`src/pim_pkg.sv`:
```
package pim_pkg;

  // ----------------------------------------------------------------
  // register map (byte addresses on the apb bus)
  // ----------------------------------------------------------------
  localparam logic [11:0] PIM_MASK_OFS = 12'h08C;
  localparam logic [11:0] PIM_CTRL_OFS = 12'h090;
  localparam logic [11:0] PIM_FLAG_OFS = 12'h094;
  localparam logic [11:0] PIM_FCLR_OFS = 12'h098;
  localparam logic [11:0] PIM_STAT_OFS = 12'h09C;
  localparam logic [11:0] PIM_SCLR_OFS = 12'h0A0;
  localparam logic [11:0] PIM_SEN_OFS = 12'h0A4;

  // ----------------------------------------------------------------
  // field positions and reset values
  // ----------------------------------------------------------------
  localparam int PIM_NSRC = 8;
  localparam int PIM_BIT_PARALLEL = 7;
  localparam int PIM_BIT_PERIPH_EN = 6;
  localparam int PIM_BIT_GLOBAL_EN = 7;
  localparam logic [7:0] PIM_MASK_RST = 8'h00;
  localparam logic [1:0] PIM_CTRL_RST = 2'h0;
  localparam logic [1:0] PIM_STAT_RST = 2'h0;
  localparam int PIM_EV_REQ_RISE = 0;
  localparam int PIM_EV_FLAG_NEW = 1;

  // enable bits, bit 7 down to bit 0
  typedef struct packed {
    logic parallel_port_access_en;
    logic converter_done_en;
    logic serial_rx_full_en;
    logic serial_tx_empty_en;
    logic sync_serial_done_en;
    logic capture_compare_one_en;
    logic timer_two_match_en;
    logic timer_one_overflow_en;
  } pim_en_t;

  // whole state of the top module
  typedef struct packed {
    pim_en_t mask;
    logic global_irq_en;
    logic peripheral_global_en;
    logic [7:0] flags;
    logic [1:0] stat;
    logic [1:0] stat_en;
    logic [31:0] prdata;
    logic pready;
    logic pslverr;
    logic core_req;
    logic periph_pending;
    logic irq;
  } pim_state_t;

endpackage

```
`src/pim_irq_mask.sv`:
```
// The APB slave port was decided locally.
`timescale 1ns/10ps
`default_nettype none
// Notes on behaviour
// - eight-bit enable register at 8Ch, all bits read/write, zero after reset
// - bit 7 enables the parallel port access interrupt, else masked
// - bit 6 enables the conversion-done interrupt, else blocked
// - bit 5 enables the serial receive full interrupt, else suppressed
// - without a parallel port, bit 7 is reserved; the hardware holds it at zero
// - nothing reaches core_req unless the peripheral enable is also set; a new flag can still raise irq through status bit 1
// - flags set on their condition regardless of enables; enables gate only
module pim_irq_mask
  import pim_pkg::*;
#(
  parameter bit HAS_PARALLEL_PORT = 1'b1
)
(
  input wire logic pclk,
  input wire logic presetn,
  input wire logic psel,
  input wire logic penable,
  input wire logic pwrite,
  input wire logic [11:0] paddr,
  input wire logic [31:0] pwdata,
  input wire logic [3:0] pstrb,
  output logic [31:0] prdata,
  output logic pready,
  output logic pslverr,
  input wire logic [7:0] src_event,
  output logic core_req,
  output logic periph_pending,
  output logic irq
);

  // ----------------------------------------------------------------
  // state and bus decode
  // ----------------------------------------------------------------
  pim_state_t st_r;
  pim_state_t st_nxt;
  logic [7:0] flags;
  logic [7:0] flag_clr;
  logic [7:0] mask_bits;
  logic [7:0] gated;
  logic wr_cyc;
  logic rd_cyc;
  logic hit;
  logic any_gated;
  logic [1:0] ev;

  // access-phase strobes; the answer itself is built from the setup cycle
  assign wr_cyc = psel && penable && pwrite;
  assign rd_cyc = psel && penable && !pwrite;
  assign hit = paddr inside {PIM_MASK_OFS, PIM_CTRL_OFS, PIM_FLAG_OFS, PIM_FCLR_OFS,
                             PIM_STAT_OFS, PIM_SCLR_OFS, PIM_SEN_OFS};
  assign mask_bits = st_r.mask;
  assign flag_clr = (wr_cyc && paddr == PIM_FCLR_OFS && pstrb[0]) ? pwdata[7:0] : 8'h00;

  // ----------------------------------------------------------------
  // source flags, one instance per source
  // ----------------------------------------------------------------
  // each enable only selects which flag joins the request
  assign gated = flags & mask_bits;
  assign any_gated = |gated;

  genvar gi;
  generate
    for (gi = 0; gi < PIM_NSRC; gi++) begin : g_flag
      pim_flag_bit u_flag (
        .pclk(pclk),
        .presetn(presetn),
        .set_pulse(src_event[gi]),
        .clr_pulse(flag_clr[gi]),
        .flag_r(flags[gi])
      );
    end
  endgenerate

  // ----------------------------------------------------------------
  // next-state logic
  // ----------------------------------------------------------------
  // a registered answer costs no wait state: the master sees it in its access cycle
  always_comb begin
    st_nxt = st_r;
    st_nxt.flags = flags;
    st_nxt.pready = 1'b0;
    st_nxt.pslverr = 1'b0;
    // request needs both peripheral and global enable
    st_nxt.periph_pending = any_gated;
    st_nxt.core_req = any_gated && st_r.peripheral_global_en && st_r.global_irq_en;
    ev[PIM_EV_REQ_RISE] = st_nxt.core_req && !st_r.core_req;
    ev[PIM_EV_FLAG_NEW] = |(flags & ~st_r.flags); // rise against last cycle's copy
    // zero-wait apb: answer and pready registered from the setup cycle, both seen in the access cycle
    if (psel && !penable) begin
      st_nxt.pready = 1'b1;
      st_nxt.pslverr = !hit;
      st_nxt.prdata = 32'h0000_0000;
      if (!pwrite) begin
        unique case (paddr)
          PIM_MASK_OFS: st_nxt.prdata[7:0] = st_r.mask;
          PIM_CTRL_OFS: begin
            st_nxt.prdata[PIM_BIT_GLOBAL_EN] = st_r.global_irq_en;
            st_nxt.prdata[PIM_BIT_PERIPH_EN] = st_r.peripheral_global_en;
          end
          PIM_FLAG_OFS: st_nxt.prdata[7:0] = flags;
          PIM_STAT_OFS: st_nxt.prdata[1:0] = st_r.stat;
          PIM_SEN_OFS: st_nxt.prdata[1:0] = st_r.stat_en;
          default: st_nxt.prdata = 32'h0000_0000;
        endcase
      end
    end
    if (wr_cyc && pstrb[0]) begin
      unique case (paddr)
        PIM_MASK_OFS: begin
          st_nxt.mask = pwdata[7:0];
          // without the parallel port bit 7 is reserved and held at zero
          if (!HAS_PARALLEL_PORT) begin
            st_nxt.mask.parallel_port_access_en = 1'b0;
          end
        end
        PIM_CTRL_OFS: begin
          st_nxt.global_irq_en = pwdata[PIM_BIT_GLOBAL_EN];
          st_nxt.peripheral_global_en = pwdata[PIM_BIT_PERIPH_EN];
        end
        PIM_SEN_OFS: st_nxt.stat_en = pwdata[1:0];
        default: ;
      endcase
    end
    // status events: set wins over the clear
    if (wr_cyc && pstrb[0] && paddr == PIM_SCLR_OFS) begin
      st_nxt.stat = st_r.stat & ~pwdata[1:0];
    end
    st_nxt.stat = st_nxt.stat | ev;
    st_nxt.irq = |(st_nxt.stat & st_nxt.stat_en);
  end

  // single state register
  always_ff @(posedge pclk or negedge presetn) begin
    if (!presetn) begin
      st_r <= '0;
    end else begin
      st_r <= st_nxt;
    end
  end

  // every output comes straight from the state register
  assign prdata = st_r.prdata;
  assign pready = st_r.pready;
  assign pslverr = st_r.pslverr;
  assign core_req = st_r.core_req;
  assign periph_pending = st_r.periph_pending;
  assign irq = st_r.irq;

  // ----------------------------------------------------------------
  // checks
  // ----------------------------------------------------------------
  // bus side: zero wait states, and pready stands for one cycle only
  a_bus_answer: assert property (@(posedge pclk) disable iff (!presetn)
      (psel && !penable) |=> pready ##1 !pready)
    else $error("apb answer timing wrong");
  a_read_answer: assert property (@(posedge pclk) disable iff (!presetn)
      rd_cyc |-> pready)
    else $error("read access without pready");
  a_write_answer: assert property (@(posedge pclk) disable iff (!presetn)
      wr_cyc |-> pready)
    else $error("write access without pready");
  a_bus_error: assert property (@(posedge pclk) disable iff (!presetn)
      (psel && !penable) |=> (pslverr == !$past(hit)))
    else $error("pslverr does not match the address decode");

  // register side: the enable byte only moves on a write with the low strobe
  a_mask_write: assert property (@(posedge pclk) disable iff (!presetn)
      (wr_cyc && pstrb[0] && paddr == PIM_MASK_OFS && HAS_PARALLEL_PORT)
      |=> (st_r.mask == $past(pwdata[7:0])))
    else $error("enable register did not take write");
  a_mask_strobe: assert property (@(posedge pclk) disable iff (!presetn)
      (wr_cyc && !pstrb[0] && paddr == PIM_MASK_OFS) |=> $stable(st_r.mask))
    else $error("enable register moved without strobe");
  a_mask_read: assert property (@(posedge pclk) disable iff (!presetn)
      (psel && !penable && !pwrite && paddr == PIM_MASK_OFS) |=> (prdata == {24'h00_0000, $past(st_r.mask)}))
    else $error("enable register read back wrong");
  a_mask_reserved: assert property (@(posedge pclk) disable iff (!presetn)
      !HAS_PARALLEL_PORT |-> !st_r.mask.parallel_port_access_en)
    else $error("reserved enable bit set");
  a_ctrl_write: assert property (@(posedge pclk) disable iff (!presetn)
      (wr_cyc && pstrb[0] && paddr == PIM_CTRL_OFS) |=> (st_r.global_irq_en == $past(pwdata[PIM_BIT_GLOBAL_EN])
      && st_r.peripheral_global_en == $past(pwdata[PIM_BIT_PERIPH_EN])))
    else $error("control enables did not take write");

  // gating: a flag joins the request only through its enable and both control enables
  a_req_gated: assert property (@(posedge pclk) disable iff (!presetn)
      core_req |-> ($past(st_r.peripheral_global_en) && $past(st_r.global_irq_en)))
    else $error("request without peripheral enable");
  a_req_follows: assert property (@(posedge pclk) disable iff (!presetn)
      (|(flags & mask_bits) && st_r.peripheral_global_en && st_r.global_irq_en) |=> core_req)
    else $error("enabled flag gave no request");
  a_req_masked: assert property (@(posedge pclk) disable iff (!presetn)
      core_req |-> $past(|(flags & mask_bits)))
    else $error("request without an enabled flag");
  a_pending_quiet: assert property (@(posedge pclk) disable iff (!presetn)
      ((flags & mask_bits) == 8'h00) |=> !periph_pending)
    else $error("pending without an enabled flag");
  a_masked_quiet: assert property (@(posedge pclk) disable iff (!presetn)
      (flags[PIM_BIT_PARALLEL] && !mask_bits[PIM_BIT_PARALLEL] && (flags & mask_bits) == 8'h00)
      |=> !periph_pending)
    else $error("masked source leaked through");
  a_convert_gate: assert property (@(posedge pclk) disable iff (!presetn)
      (flags == 8'h40 && mask_bits == 8'h40) |=> periph_pending)
    else $error("conversion enable did not pass flag");
  a_rx_gate: assert property (@(posedge pclk) disable iff (!presetn)
      (flags == 8'h20 && mask_bits == 8'hDF) |=> !periph_pending)
    else $error("receive enable low did not block");
  a_low_gate: assert property (@(posedge pclk) disable iff (!presetn)
      ((flags[4:0] & mask_bits[4:0]) != 5'h00) |=> periph_pending)
    else $error("low source enable did not pass flag");

  // status: an event in the cycle of its clear still lands
  a_stat_set_wins: assert property (@(posedge pclk) disable iff (!presetn)
      (ev != 2'h0) |=> ((st_r.stat & $past(ev)) == $past(ev)))
    else $error("status event lost to its clear");

  c_req_raised: cover property (@(posedge pclk) disable iff (!presetn) $rose(core_req));
  c_irq_raised: cover property (@(posedge pclk) disable iff (!presetn) $rose(irq));
  c_set_clear: cover property (@(posedge pclk) disable iff (!presetn) |(src_event & flag_clr));
  c_bad_addr: cover property (@(posedge pclk) disable iff (!presetn) pslverr);
  c_reserved_drop: cover property (@(posedge pclk) disable iff (!presetn)
      wr_cyc && pstrb[0] && paddr == PIM_MASK_OFS && pwdata[PIM_BIT_PARALLEL] && !HAS_PARALLEL_PORT);

endmodule
`default_nettype wire

```
`src/pim_flag_bit.sv`:
```
`timescale 1ns/10ps
`default_nettype none
// one sticky source flag: set wins over clear
module pim_flag_bit
  import pim_pkg::*;
(
  input wire logic pclk,
  input wire logic presetn,
  input wire logic set_pulse,
  input wire logic clr_pulse,
  output logic flag_r
);

  // flag is set by its source regardless of any enable
  always_ff @(posedge pclk or negedge presetn) begin
    if (!presetn) begin
      flag_r <= 1'b0;
    end else if (set_pulse) begin
      flag_r <= 1'b1;
    end else if (clr_pulse) begin
      flag_r <= 1'b0;
    end
  end

  a_flag_set_sticky: assert property (@(posedge pclk) disable iff (!presetn) set_pulse |=> flag_r)
    else $error("flag not set after source event");
  a_flag_clear: assert property (@(posedge pclk) disable iff (!presetn) (clr_pulse && !set_pulse) |=> !flag_r)
    else $error("flag not cleared by software");

endmodule
`default_nettype wire

```
`config.mk`:
```
export PLATFORM = sky130hd
export DESIGN_NAME = pim_irq_mask
export DESIGN_NICKNAME = d
export VERILOG_FILES = /design/src/pim_pkg.sv /design/src/pim_irq_mask.sv /design/src/pim_flag_bit.sv
export SDC_FILE = /design/constraint.sdc
export NUM_CORES = 1
export LEC_CHECK = 0
export BUFFER_PORTS_ARGS = -buffer_cell sky130_fd_sc_hd__buf_2
export CORE_MARGIN = 5
export CORE_UTILIZATION = 47
export CTS_BUF_LIST = sky130_fd_sc_hd__clkbuf_16
export DETAILED_ROUTE_END_ITERATION = 12
export PLACE_DENSITY = 0.88
export SLEW_MARGIN = 20
export SYNTH_ARGS = -nofsm -noshare
export SYNTH_HDL_FRONTEND = slang
export SYNTH_SLANG_ARGS = --single-unit
```
`constraint.sdc`:
```
create_clock -name pclk -period 1.75 [get_ports pclk]
set_input_delay 0.35 -clock pclk [delete_from_list [all_inputs] [get_ports pclk]]
set_output_delay 0.35 -clock pclk [all_outputs]
set_load 0.05 [all_outputs]
```
# After elaboration in Yosys (flattened, before gate mapping)

Index checks and enable logic that the tools add are counted.

Register bits: 43
Input port bits: 61
Output and inout port bits: 37
Word-level logic and storage cells: 93

Eq/ne operators: 7
Muxes and demuxes: 25
Bitwise gates (word level): 7
Reduce and logical (&&, ||, !) cells: 27

Operators with widths:

| kind                                                                   | number |
|---|---|
| 12-bit by 8-bit equality test with 1-bit output, second input constant | 7 |
| 8-bit bitwise AND                                                      | 2 |
| 1-bit 2-to-1 mux                                                       | 16 |
| 8-bit 2-to-1 mux                                                       | 2 |
| 2-bit nonzero test                                                     | 8 |
| 8-bit OR reduction                                                     | 2 |
| 1-bit logical AND                                                      | 10 |
| 2-bit 2-to-1 mux                                                       | 4 |
| 8-bit NOT                                                              | 1 |
| 2-bit one-hot mux with 4 select lines                                  | 1 |
| 4-bit one-hot mux with 2 select lines                                  | 1 |
| 7-bit nonzero test                                                     | 1 |
| 2-bit one-hot mux with 3 select lines                                  | 1 |
| 2-bit bitwise AND                                                      | 2 |
| 2-bit AND reduction                                                    | 2 |
| 1-bit logical NOT                                                      | 3 |
| 2-bit NOT                                                              | 1 |
| 2-bit bitwise OR                                                       | 1 |
| 2-bit OR reduction                                                     | 1 |

# Depth between registers and ports, before layout

Gate-level depths: netlist (run 1).

Word-level depth: 8
Gate-level depth with buffers: 8

# Hierarchy

Synthesis (run 1) repeated with hierarchy kept, for this count alone.

Cell total of the unflattened synthesis: 196
Area, all modules: 2,230.9 µm²

By module, submodules not included:

| module       | instances | cells each | area an instance (µm²) | seq. area each (µm²) |
|---|---|---|---|---|
| pim_irq_mask | 1         | 172        | 1,940.6                | 875.8 |
| pim_flag_bit | 8         | 3          | 36.3                   | 25.0 |

# Worst setup path after synthesis (run 1)

Ideal clock, no wire load.

Path type: input port to flip-flop
Start point: input paddr[11]
End point: register st_r, in the netlist mask_bits[0]
Setup time: 125 ps
Arrival: 1,796 ps
Path slack: -171 ps
Stages on the path: 7
Buffers on the path: 2
Cell sequence: or4_4 -> nor2_4 -> and3_1 -> buf_6 -> nand2b_4 -> buf_6 -> mux2_4

Cells in the longest elaborated chain, start to end: 2

Ends and longest elaborated chain:

| what                                            | RTL line            | RTL |
|---|---|---|
| start, declared                                 | pim_irq_mask.sv:23  | `input wire logic [11:0] paddr,` |
| 12-bit by 8-bit equality test with 1-bit output | pim_irq_mask.sv:112 | `unique case (paddr)` |
| 2-bit AND reduction (no line)                   | --                  |  |
| end signal, assigned                            | pim_irq_mask.sv:141 | `st_r <= st_nxt;` |
| end, declared                                   | pim_irq_mask.sv:38  | `pim_state_t st_r;` |

No other way between the ends.
A chain may end at the register's enable or synchronous reset.

# Worst setup path after layout (run 1)

Start point: input paddr[11]
End point: register st_r, in the netlist mask_bits[2]

The elaborated chain is that of the path after synthesis.

==> flow_summary.ini, run 1 <==
[status]
status = finished clean

[setup_path]
endpoint = mask_bits[2]
crit_start = paddr[11]
slowest_delay_ns = 0.56
path_max_fanout = 8
r2r_end = irq
worstSetupPathType = input port to flop
slowest_stage = or4_4
crit_buf_inv = 1
cpLargestDelayFamily = simple AND/OR/NAND/NOR gates
start_kind = input port
reg2reg_depth = 5
cp.required_ns = 1.91
r2r-start = g_flag[6].u_flag.flag_r
worstPathArrival_ns = 1.85
cp.depth = 6
r2r_setup_slack_ns = 0.19
crit_chain = buf_2 -> or4_4 -> nor2_4 -> and3_1 -> nand2b_4 -> mux2_4
endpoint_kind = flop

[worst_hold_path]
min_from = src_event[5]
hp-class = input port to flop

[timing]
final_hold_viol_count = 0
finalMaxSlewViolations = 0
setup_viol = 0
clock.fmax_mhz = 589.3
finClkSkew_ns = 0.007241
fin_crit_ns = 1.697
setup-tns-final_ns = 0
rsz0062_at_grt = no
min_period_over_period = 0.9697
hold_ws_ns = 0.2482

[floorplan]
dieArea_um2 = 6118
die_y_um = 78.22
fp.dieW_um = 78.22
ios = 98
initial_core_util = 0.4921
core-area_um2 = 4444
rows = 24

[final_layout]
fill_cells = 384
finish.utilization = 0.5822
layout-drive-gt1-share = 0.3373
num_antenna_cells = 0
multiInputGateArea_um2 = 869.6
nNetsFinal = 316
instances_no_fill = 307
syn_to_final_growth_pct = 18.31
seqCellArea_um2 = 1076

[global_route]
grt_pass1_wl_mm = 7.583
overflow = 0
grt_pass1_vias = 1541
track_usage = 0.1589
grt_max_degree = 18
antenna_found_initial = 0

[synthesis]
yosys.area.top_type = dfrtp_1
yosys_register_bits = 43
synth_area_leaders = dfrtp_1, buf_4, mux2_4
ys_seq_area_frac = 0.4920
synth.cell_area_um2 = 2187
yosysTopAreaCellShare = 0.4920
synth-main-ff-cell = dfrtp_1
ys_async_sr_fraction = 1.000
yosys-top-cells-count = dfrtp_1, buf_4, nand2_1
synth_edf_count = 0
syn_avg_cell_area_um2 = 10.94
yosysMostFrequentCell = dfrtp_1
synth.distinct_cells = 41
ys_warn_count = 0
syn-instance-count = 200

[drt]
drc = 0
firstDrtPassIters = 6
vias = 1581
routed_via_density = 5.150
wl_mm = 4.695
drt-met1-wl_mm = 1.985
wl_per_cell_um = 15.29
ant_nets = 0
drt_iter0_markers = 60
wl_met3_um = 333
highest_layer = met4
met2_length_mm = 2.309

[clocking]
clkSinkCount = 43
htreeDepth = 2
insertion_delay_ns = 0.28
clockBufferDepth = 2
cts-root-buf = clkbuf_16
postCtsResizedCells = 0
cts_made_buffers = 5
tritoncts = done
clkTransAtPathRegs_ns = 0.06

[job]
drv_cap = 0

[power_and_ir_drop]
vdd_ir_drop_max_v = 0.0006034
p_leak_uw = 0.001357
power_uw = 2241
p_per_area_nw_per_um2 = 865.9

[place]
place_inst = 299
hpwl_mm = 3.699
port_buffers = 46
gp_congestion = 0.8195
==> cell usage in the layout (no fill, tap or decap), types with 2 or more instances in the layout <==
cell        n
a21oi_1     2
inv_1      15
a32oi_1     2
nor2b_1     4
buf_2      46
nand4_1     2
a22oi_1     6
o2bb2ai_1   2
mux2i_1     4
nand2_1    18
and3_1      5
mux2_2      5
o22ai_1     4
o21ai_0     6
o211ai_1    2
conb_1     24
dfrtp_1    43
buf_4      14
nor2_1      4
clkbuf_16   5
mux2_4      8
nor3_1      2
a21o_1      8
nand3_1     3
a22o_1      3
==> metrics by stage <==
stage                     setup WS [ns]  instance area (um2)
after global routing           0.003437                 2587
after global placement          -0.2131                 2419
after floorplan                 -0.1714                 2273
after CTS                       0.05785                 2587
final                           0.05310                 2587
after detailed placement        -0.2291                 2419
==> cells by family after synthesis <==
kind of cell           share of synthesized area
other                                   0.001715
muxes                                    0.09897
buffers and inverters                     0.1499
and+or+nand+nor                           0.1293
DFF                                       0.4920
AOI/OAI and AO/OA                         0.1282
==> worst register-to-register path: cells and delay by family, from the launching register on <==
family	cells	cell delay, ns
AND/OR/NAND/NOR	1	0.27
AO/OA/AOI/OAI	4	0.74
flip-flops	1	0.44
==> registers in the layout (all words and copies together), names as in the netlist <==
name	flops
core_req	1
g_flag.u_flag.flag_r	8
irq	1
mask_bits	8
periph_pending	1
prdata	8
pready	1
pslverr	1
st_r	14
==> final cells by class <==
cell class	instances	area share
clock buffer	5	0.04836
clock inverter	2	0.01306
inverter	14	0.02031
multi-input combinational	129	0.3361
sequential	43	0.4159
tap	52	0.02515
timing repair buffer	62	0.1412
==> power by group <==
part / switching [uW] / internal, uW / leakage, uW / total, uW
Sequential: 0.691 / 997 / 0.000505 / 998
Clock: 341 / 659 / 0.0000811 / 1000
Combinational: 189 / 54.4 / 0.000772 / 243
==> what timing repair did <==
| action | in CTS | in global routing |
|---|---|---|
| buffers inserted | 0 | 0 |
| endpoints found under the hold margin | 15 | 0 |
| hold buffers | 1 | 0 |
==> layer usage <==
metal	vias to the layer above	global-route usage
li1	745	-
met1	776	0.1960
met2	56	0.2680
met3	4	0.04348
met4	0	0.05769
met5	-	0
==> worst min-delay path by stage <==
stage | end | cells past startpoint
floorplan | core_req | 0
global placement | g_flag[5].u_flag.flag_r | 1
detailed placement | st_r[46] | 1
CTS | g_flag[4].u_flag.flag_r | 2
global route | g_flag[2].u_flag.flag_r | 2
finish | g_flag[5].u_flag.flag_r | 2
No activity file was read; power rests on OpenSTA's default activity.
==> inputs of run 2 (changes only) <==
--- a/config.mk
+++ b/config.mk
@@ -10,8 +10,9 @@
 export CORE_UTILIZATION = 47
 export CTS_BUF_LIST = sky130_fd_sc_hd__clkbuf_16
 export DETAILED_ROUTE_END_ITERATION = 12
-export PLACE_DENSITY = 0.88
+export PLACE_DENSITY = 0.87
 export SLEW_MARGIN = 20
 export SYNTH_ARGS = -nofsm -noshare
 export SYNTH_HDL_FRONTEND = slang
+export SYNTH_HIERARCHICAL = 1
 export SYNTH_SLANG_ARGS = --single-unit
==> run 2 against run 1 <==
The flow now finishes with violations (negative setup slack). Total power is 2.5% higher. Register-to-register slack worse by 0.17 ns. Largest power group unchanged. Cell count increased by 1.3%. Critical endpoint is now irq. Highest routed layer unchanged. Area after synthesis up 2.0%. Via count grew 4.0%.
==> flow_summary.ini, run 2 <==
[status]
status = finished, violations left
violations = negative setup slack

[final_layout]
syn_to_final_growth_pct = 25.13
instances_no_fill = 311
num_antenna_cells = 0
final_area_um2 = 2791
regMostFlops = st_r
layout-drive-gt1-share = 0.4047
nNetsFinal = 318
fill_cells = 363
largest_reg_flops = 14
layout_common_cells = dfrtp_1, buf_2, conb_1, inv_1, buf_4

[clocking]
cts-root-buf = clkbuf_16
cts_made_buffers = 5
clockBufferDepth = 2
hold_buffers = 0
tritoncts = done
clkTransAtPathRegs_ns = 0.06
insertion_delay_ns = 0.28
clkSinkCount = 43
htreeDepth = 2

[power_and_ir_drop]
swShare = 0.2492
seqPwrFrac = 0.434
internal-power_uw = 1725
combPwrFrac = 0.113
p_per_area_nw_per_um2 = 823.0
p_leak_uw = 0.001457
p_switching_uw = 572.6
p_clk_frac = 0.453
vdd_ir_drop_max_v = 0.0004126

[global_route]
grt_pass1_wl_mm = 8.583
overflow = 0
grt_max_degree = 25
grt_pass1_vias = 1732
antenna_found_initial = 0
track_usage = 0.1827

[timing]
clock.fmax_mhz = 501.9
rsz0062_at_grt = yes
final_hold_viol_count = 0
hold_ws_ns = 0.01562
finalWorstSetupSlack_ns = -0.2425
finalMaxSlewViolations = 0
setup_viol = 28
finClkSkew_ns = 0.006529
min_period_over_period = 1.139
fin_crit_ns = 1.992

[place]
place_inst = 301
dpl_cell_area_um2 = 2501
hpwl_mm = 3.722
gp_congestion = 0.8079
port_buffers = 46

[setup_path]
r2r-start = g_flag[6].u_flag/flag_r
cp.required_ns = 1.92
endpoint_kind = flop
path_max_fanout = 4
crit_start = paddr[1]
worstSetupPathType = input port to flop
worstPathArrival_ns = 2.16
start_kind = input port

[synthesis]
yosys_register_bits = 43
synth-main-ff-cell = dfrtp_1
syn-instance-count = 196
ys_async_sr_fraction = 1.000
synth_edf_count = 0
synth.cell_area_um2 = 2231
syn_avg_cell_area_um2 = 11.38
ys_seq_area_frac = 0.4823
ys_warn_count = 6
synth.distinct_cells = 46
yosys.area.top_type = dfrtp_1
synth_area_leaders = dfrtp_1, buf_4, mux2_4
yosysTopAreaCellShare = 0.4823
yosysMostFrequentCell = dfrtp_1
yosys-top-cells-count = dfrtp_1, buf_4, inv_1

[drt]
wl_mm = 5.414
wl_per_cell_um = 17.41
routed_via_density = 5.289
drc = 0
ant_nets = 0
vias = 1645
drt_iter0_markers = 93
firstDrtPassIters = 4

[floorplan]
ios = 98
fp.dieW_um = 78.90
rows = 25
initial_core_util = 0.4787
core-area_um2 = 4661
die_y_um = 78.90
dieArea_um2 = 6224

[worst_hold_path]
hp-class = input port to async pin

[job]
drv_cap = 0
==> run 2: per-layer routing <==
layer | track usage | up-vias | share of wire | wire length (um)
met5 | 0 | - | 0 | 0
met3 | 0.05669 | 16 | 0.067 | 365
li1 | - | 752 | - | -
met1 | 0.1988 | 803 | 0.39 | 2130
met4 | 0.08591 | 0 | 0.028 | 151
met2 | 0.3234 | 74 | 0.51 | 2766
==> run 2: final timing paths <==
path,endpoint,slack [ns],depth (start not counted)
setup reg to reg,irq,0.02,5
max in group asynchronous,st_r[41],1.25,2
min in group pclk,g_flag[5].u_flag/flag_r,0.24,2
hold / removal,st_r[40],0.02,1
setup / recovery,irq,-0.24,6
hold reg to reg,st_r[45],0.47,0
==> run 2: cell families after synthesis <==
family	count (synthesis)	share of synthesized area
mux	17	0.09647
flops	43	0.4823
buf+inv	57	0.1582
other cells	1	0.001681
compound gates	36	0.1284
simple gates	42	0.1329
==> run 2: what timing repair did <==
action,CTS,global route
resized for setup,13,8
setup buffers,5,0
pin swaps,5,2
endpoints found under the setup margin,28,30
gates cloned,0,0
==> run 2: critical path, stage by stage <==
cell	delay, ns
buf_6	0.09
or4b_4	0.58
nor3_4	0.27
a31oi_2	0.14
or4_4	0.43
a2bb2o_1	0.30
==> run 2: layout make-up <==
| class | instances | area, um2 | area share |
|---|---|---|---|
| repair buffers | 67 | 422.9 | 0.1515 |
| clock inverters | 2 | 37.54 | 0.01345 |
| inverters | 21 | 78.83 | 0.02824 |
| multi-input cells | 119 | 983.4 | 0.3523 |
| well taps | 54 | 67.56 | 0.02420 |
| clock buffers | 5 | 125.1 | 0.04482 |
| flip-flops and latches | 43 | 1076 | 0.3855 |
==> run 2: power groups by stage <==
stage / sequential, uW / combinational (uW) / clock [uW]
after floorplan: 1030 / 188 / 0
after global placement: 1020 / 243 / 0
after detailed placement: 1020 / 247 / 0
after CTS: 998 / 253 / 1040
after global routing: 997 / 276 / 1090
final: 997 / 260 / 1040
==> run 2: per-stage QoR <==
stage	total power (uW)	TNS [ns]	setup WS, ns	utilization
detailed placement	1263	-12.62	-0.5854	0.5366
CTS	2294	-4.018	-0.2279	0.5909
global placement	1259	-11.98	-0.5361	0.5366
finish	2297	-3.338	-0.2425	0.5989
global route	2367	-5.169	-0.2957	0.5989
floorplan	1214	-6.736	-0.4425	-
==> inputs of run 3 (changes only) <==
--- a/config.mk
+++ b/config.mk
@@ -7,10 +7,10 @@
 export LEC_CHECK = 0
 export BUFFER_PORTS_ARGS = -buffer_cell sky130_fd_sc_hd__buf_2
 export CORE_MARGIN = 5
-export CORE_UTILIZATION = 47
-export CTS_BUF_LIST = sky130_fd_sc_hd__clkbuf_16
+export CORE_UTILIZATION = 49
+export CTS_BUF_LIST = sky130_fd_sc_hd__clkbuf_8
 export DETAILED_ROUTE_END_ITERATION = 12
-export PLACE_DENSITY = 0.87
+export PLACE_DENSITY = 0.9
 export SLEW_MARGIN = 20
 export SYNTH_ARGS = -nofsm -noshare
 export SYNTH_HDL_FRONTEND = slang
==> run 3 against run 2 <==
The flow still finishes with violations (negative setup slack). Critical path depth unchanged. Count of clock-buffer cells in the layout did not move. Via count grew 1.7%. Utilization grew 2.5 points. Non-clock buffer count is 6 higher. Final area shrank 2.1%. Sequential power about the same. Die area shrank 3.6%. Largest power group is now sequential cells. Global-route usage increased by 0.41 points. Clock power is 41% lower. Total power decreased by 19%. Routed wire length barely moved.
==> flow_summary.ini, run 3 (synthesis gave the netlist of run 2 again) <==
[status]
status = finished, violations left
violations = negative setup slack

[floorplan]
ios = 98
core-area_um2 = 4384
dieArea_um2 = 6002
die_y_um = 77.48
fp.dieW_um = 77.48
rows = 24
initial_core_util = 0.5088

[final_layout]
layout_common_cells = buf_2, dfrtp_1, buf_4, conb_1, inv_1
mostFrequentLayoutCell = buf_2
fill_cells = 349
finish.utilization = 0.6236
largest_reg_flops = 14
syn_to_final_growth_pct = 22.55
num_antenna_cells = 0
layout-drive-gt1-share = 0.4280
regMostFlops = st_r
nNetsFinal = 324

[setup_path]
path_max_fanout = 4
start_kind = input port
endpoint_kind = flop
worstSetupPathType = input port to flop
cp.required_ns = 1.93
r2r_setup_slack_ns = -0.08
worstPathArrival_ns = 2.13

[drt]
highest_layer = met4
drc = 0
drt-met1-wl_mm = 2.030
wl_mm = 5.410
vias = 1673
routed_via_density = 5.294
wl_per_cell_um = 17.12
met2_length_mm = 2.877
wl_met3_um = 398
drt_iter0_markers = 92
firstDrtPassIters = 4
ant_nets = 0

[timing]
finClkSkew_ns = 0.008121
final_hold_viol_count = 0
finalMaxSlewViolations = 0
setup_viol = 27
rsz0062_at_grt = yes
clock.fmax_mhz = 512.2
min_period_over_period = 1.116
fin_crit_ns = 1.952
finalWorstSetupSlack_ns = -0.2024

[clocking]
insertion_delay_ns = 0.30
cts-root-buf = clkbuf_8
cts_made_buffers = 5
tritoncts = done
hold_buffers = 0
htreeDepth = 2
clkTransAtPathRegs_ns = 0.08
clockBufferDepth = 2
clkSinkCount = 43

[global_route]
overflow = 0
antenna_found_initial = 0
grt_pass1_wl_mm = 8.873
track_usage = 0.1868
grt_pass1_vias = 1818
grt_max_degree = 23

[place]
hpwl_mm = 3.873
port_buffers = 46
gp_congestion = 0.8421

[worst_hold_path]
hp-class = input port to async pin

[power_and_ir_drop]
vdd_ir_drop_max_v = 0.0005620
p_per_area_nw_per_um2 = 683.9
p_leak_uw = 0.001430
power_uw = 1870

[job]
drv_cap = 0
run 3: changes by cell type in the layout (fill, tap and decap cells not counted), sizes merged:
cell,delta
buf,+6
bufinv,-1
clkinv,+1
inv,+1
run 3: timing repair:
item	in CTS	in global routing
buffers inserted	2	2
endpoints found under the setup margin	28	29
gates cloned	0	0
gates resized for setup	13	9
pin swaps	7	6
run 3: final timing paths:
| path | start | end | depth (start not counted) |
|---|---|---|---|
| worst max-delay path | paddr[1] | st_r[50] | 6 |
| worst min-delay path | presetn | pslverr | 1 |
| worst max register to register | g_flag[6].u_flag/flag_r | irq | 5 |
| worst min register to register | g_flag[3].u_flag/flag_r | st_r[44] | 0 |
| max in group asynchronous | presetn | g_flag[6].u_flag/flag_r | 2 |
| min in group pclk | src_event[3] | g_flag[3].u_flag/flag_r | 2 |
run 3: layer usage:
metal	vias up	global-route usage
li1	759	-
met1	835	0.2036
met2	68	0.3426
met3	11	0.04745
met4	0	0.07560
met5	-	0
run 3: layout make-up:
type,count,area (um2),share of cell area
multi-input combinational,119,982.2,0.3593
inverter,21,78.83,0.02883
tap,52,65.06,0.02380
timing repair buffer,73,446.7,0.1634
clock inverter,3,16.27,0.005950
sequential,43,1076,0.3936
clock buffer,5,68.82,0.02517
run 3: power by group:
part           total [uW]  internal, uW  switching [uW]
Combinational         256          61.6             194
Clock                 618           273             345
Sequential            996           995           0.616
Total                1870          1330             540
run 3: per-stage QoR:
stage,instances,hold slack (ns),area [um2],setup TNS [ns],worst slack [ns]
2_1_floorplan,219,0.05441,2330,-6.736,-0.4425
3_3_place_gp,305,0.3315,2531,-11.85,-0.5116
3_5_place_dp,305,0.3465,2531,-12.84,-0.5902
4_1_cts,314,0.01905,2690,-1.549,-0.1903
5_1_grt,316,0.04532,2734,-5.053,-0.2736
6_report,316,0.002523,2734,-3.226,-0.2024
run 3: worst max-delay path, stage by stage:
cell      delay, ns
buf_6          0.09
or4b_4         0.57
nor4b_4        0.32
nand2b_1       0.13
or3_4          0.37
mux2_4         0.31
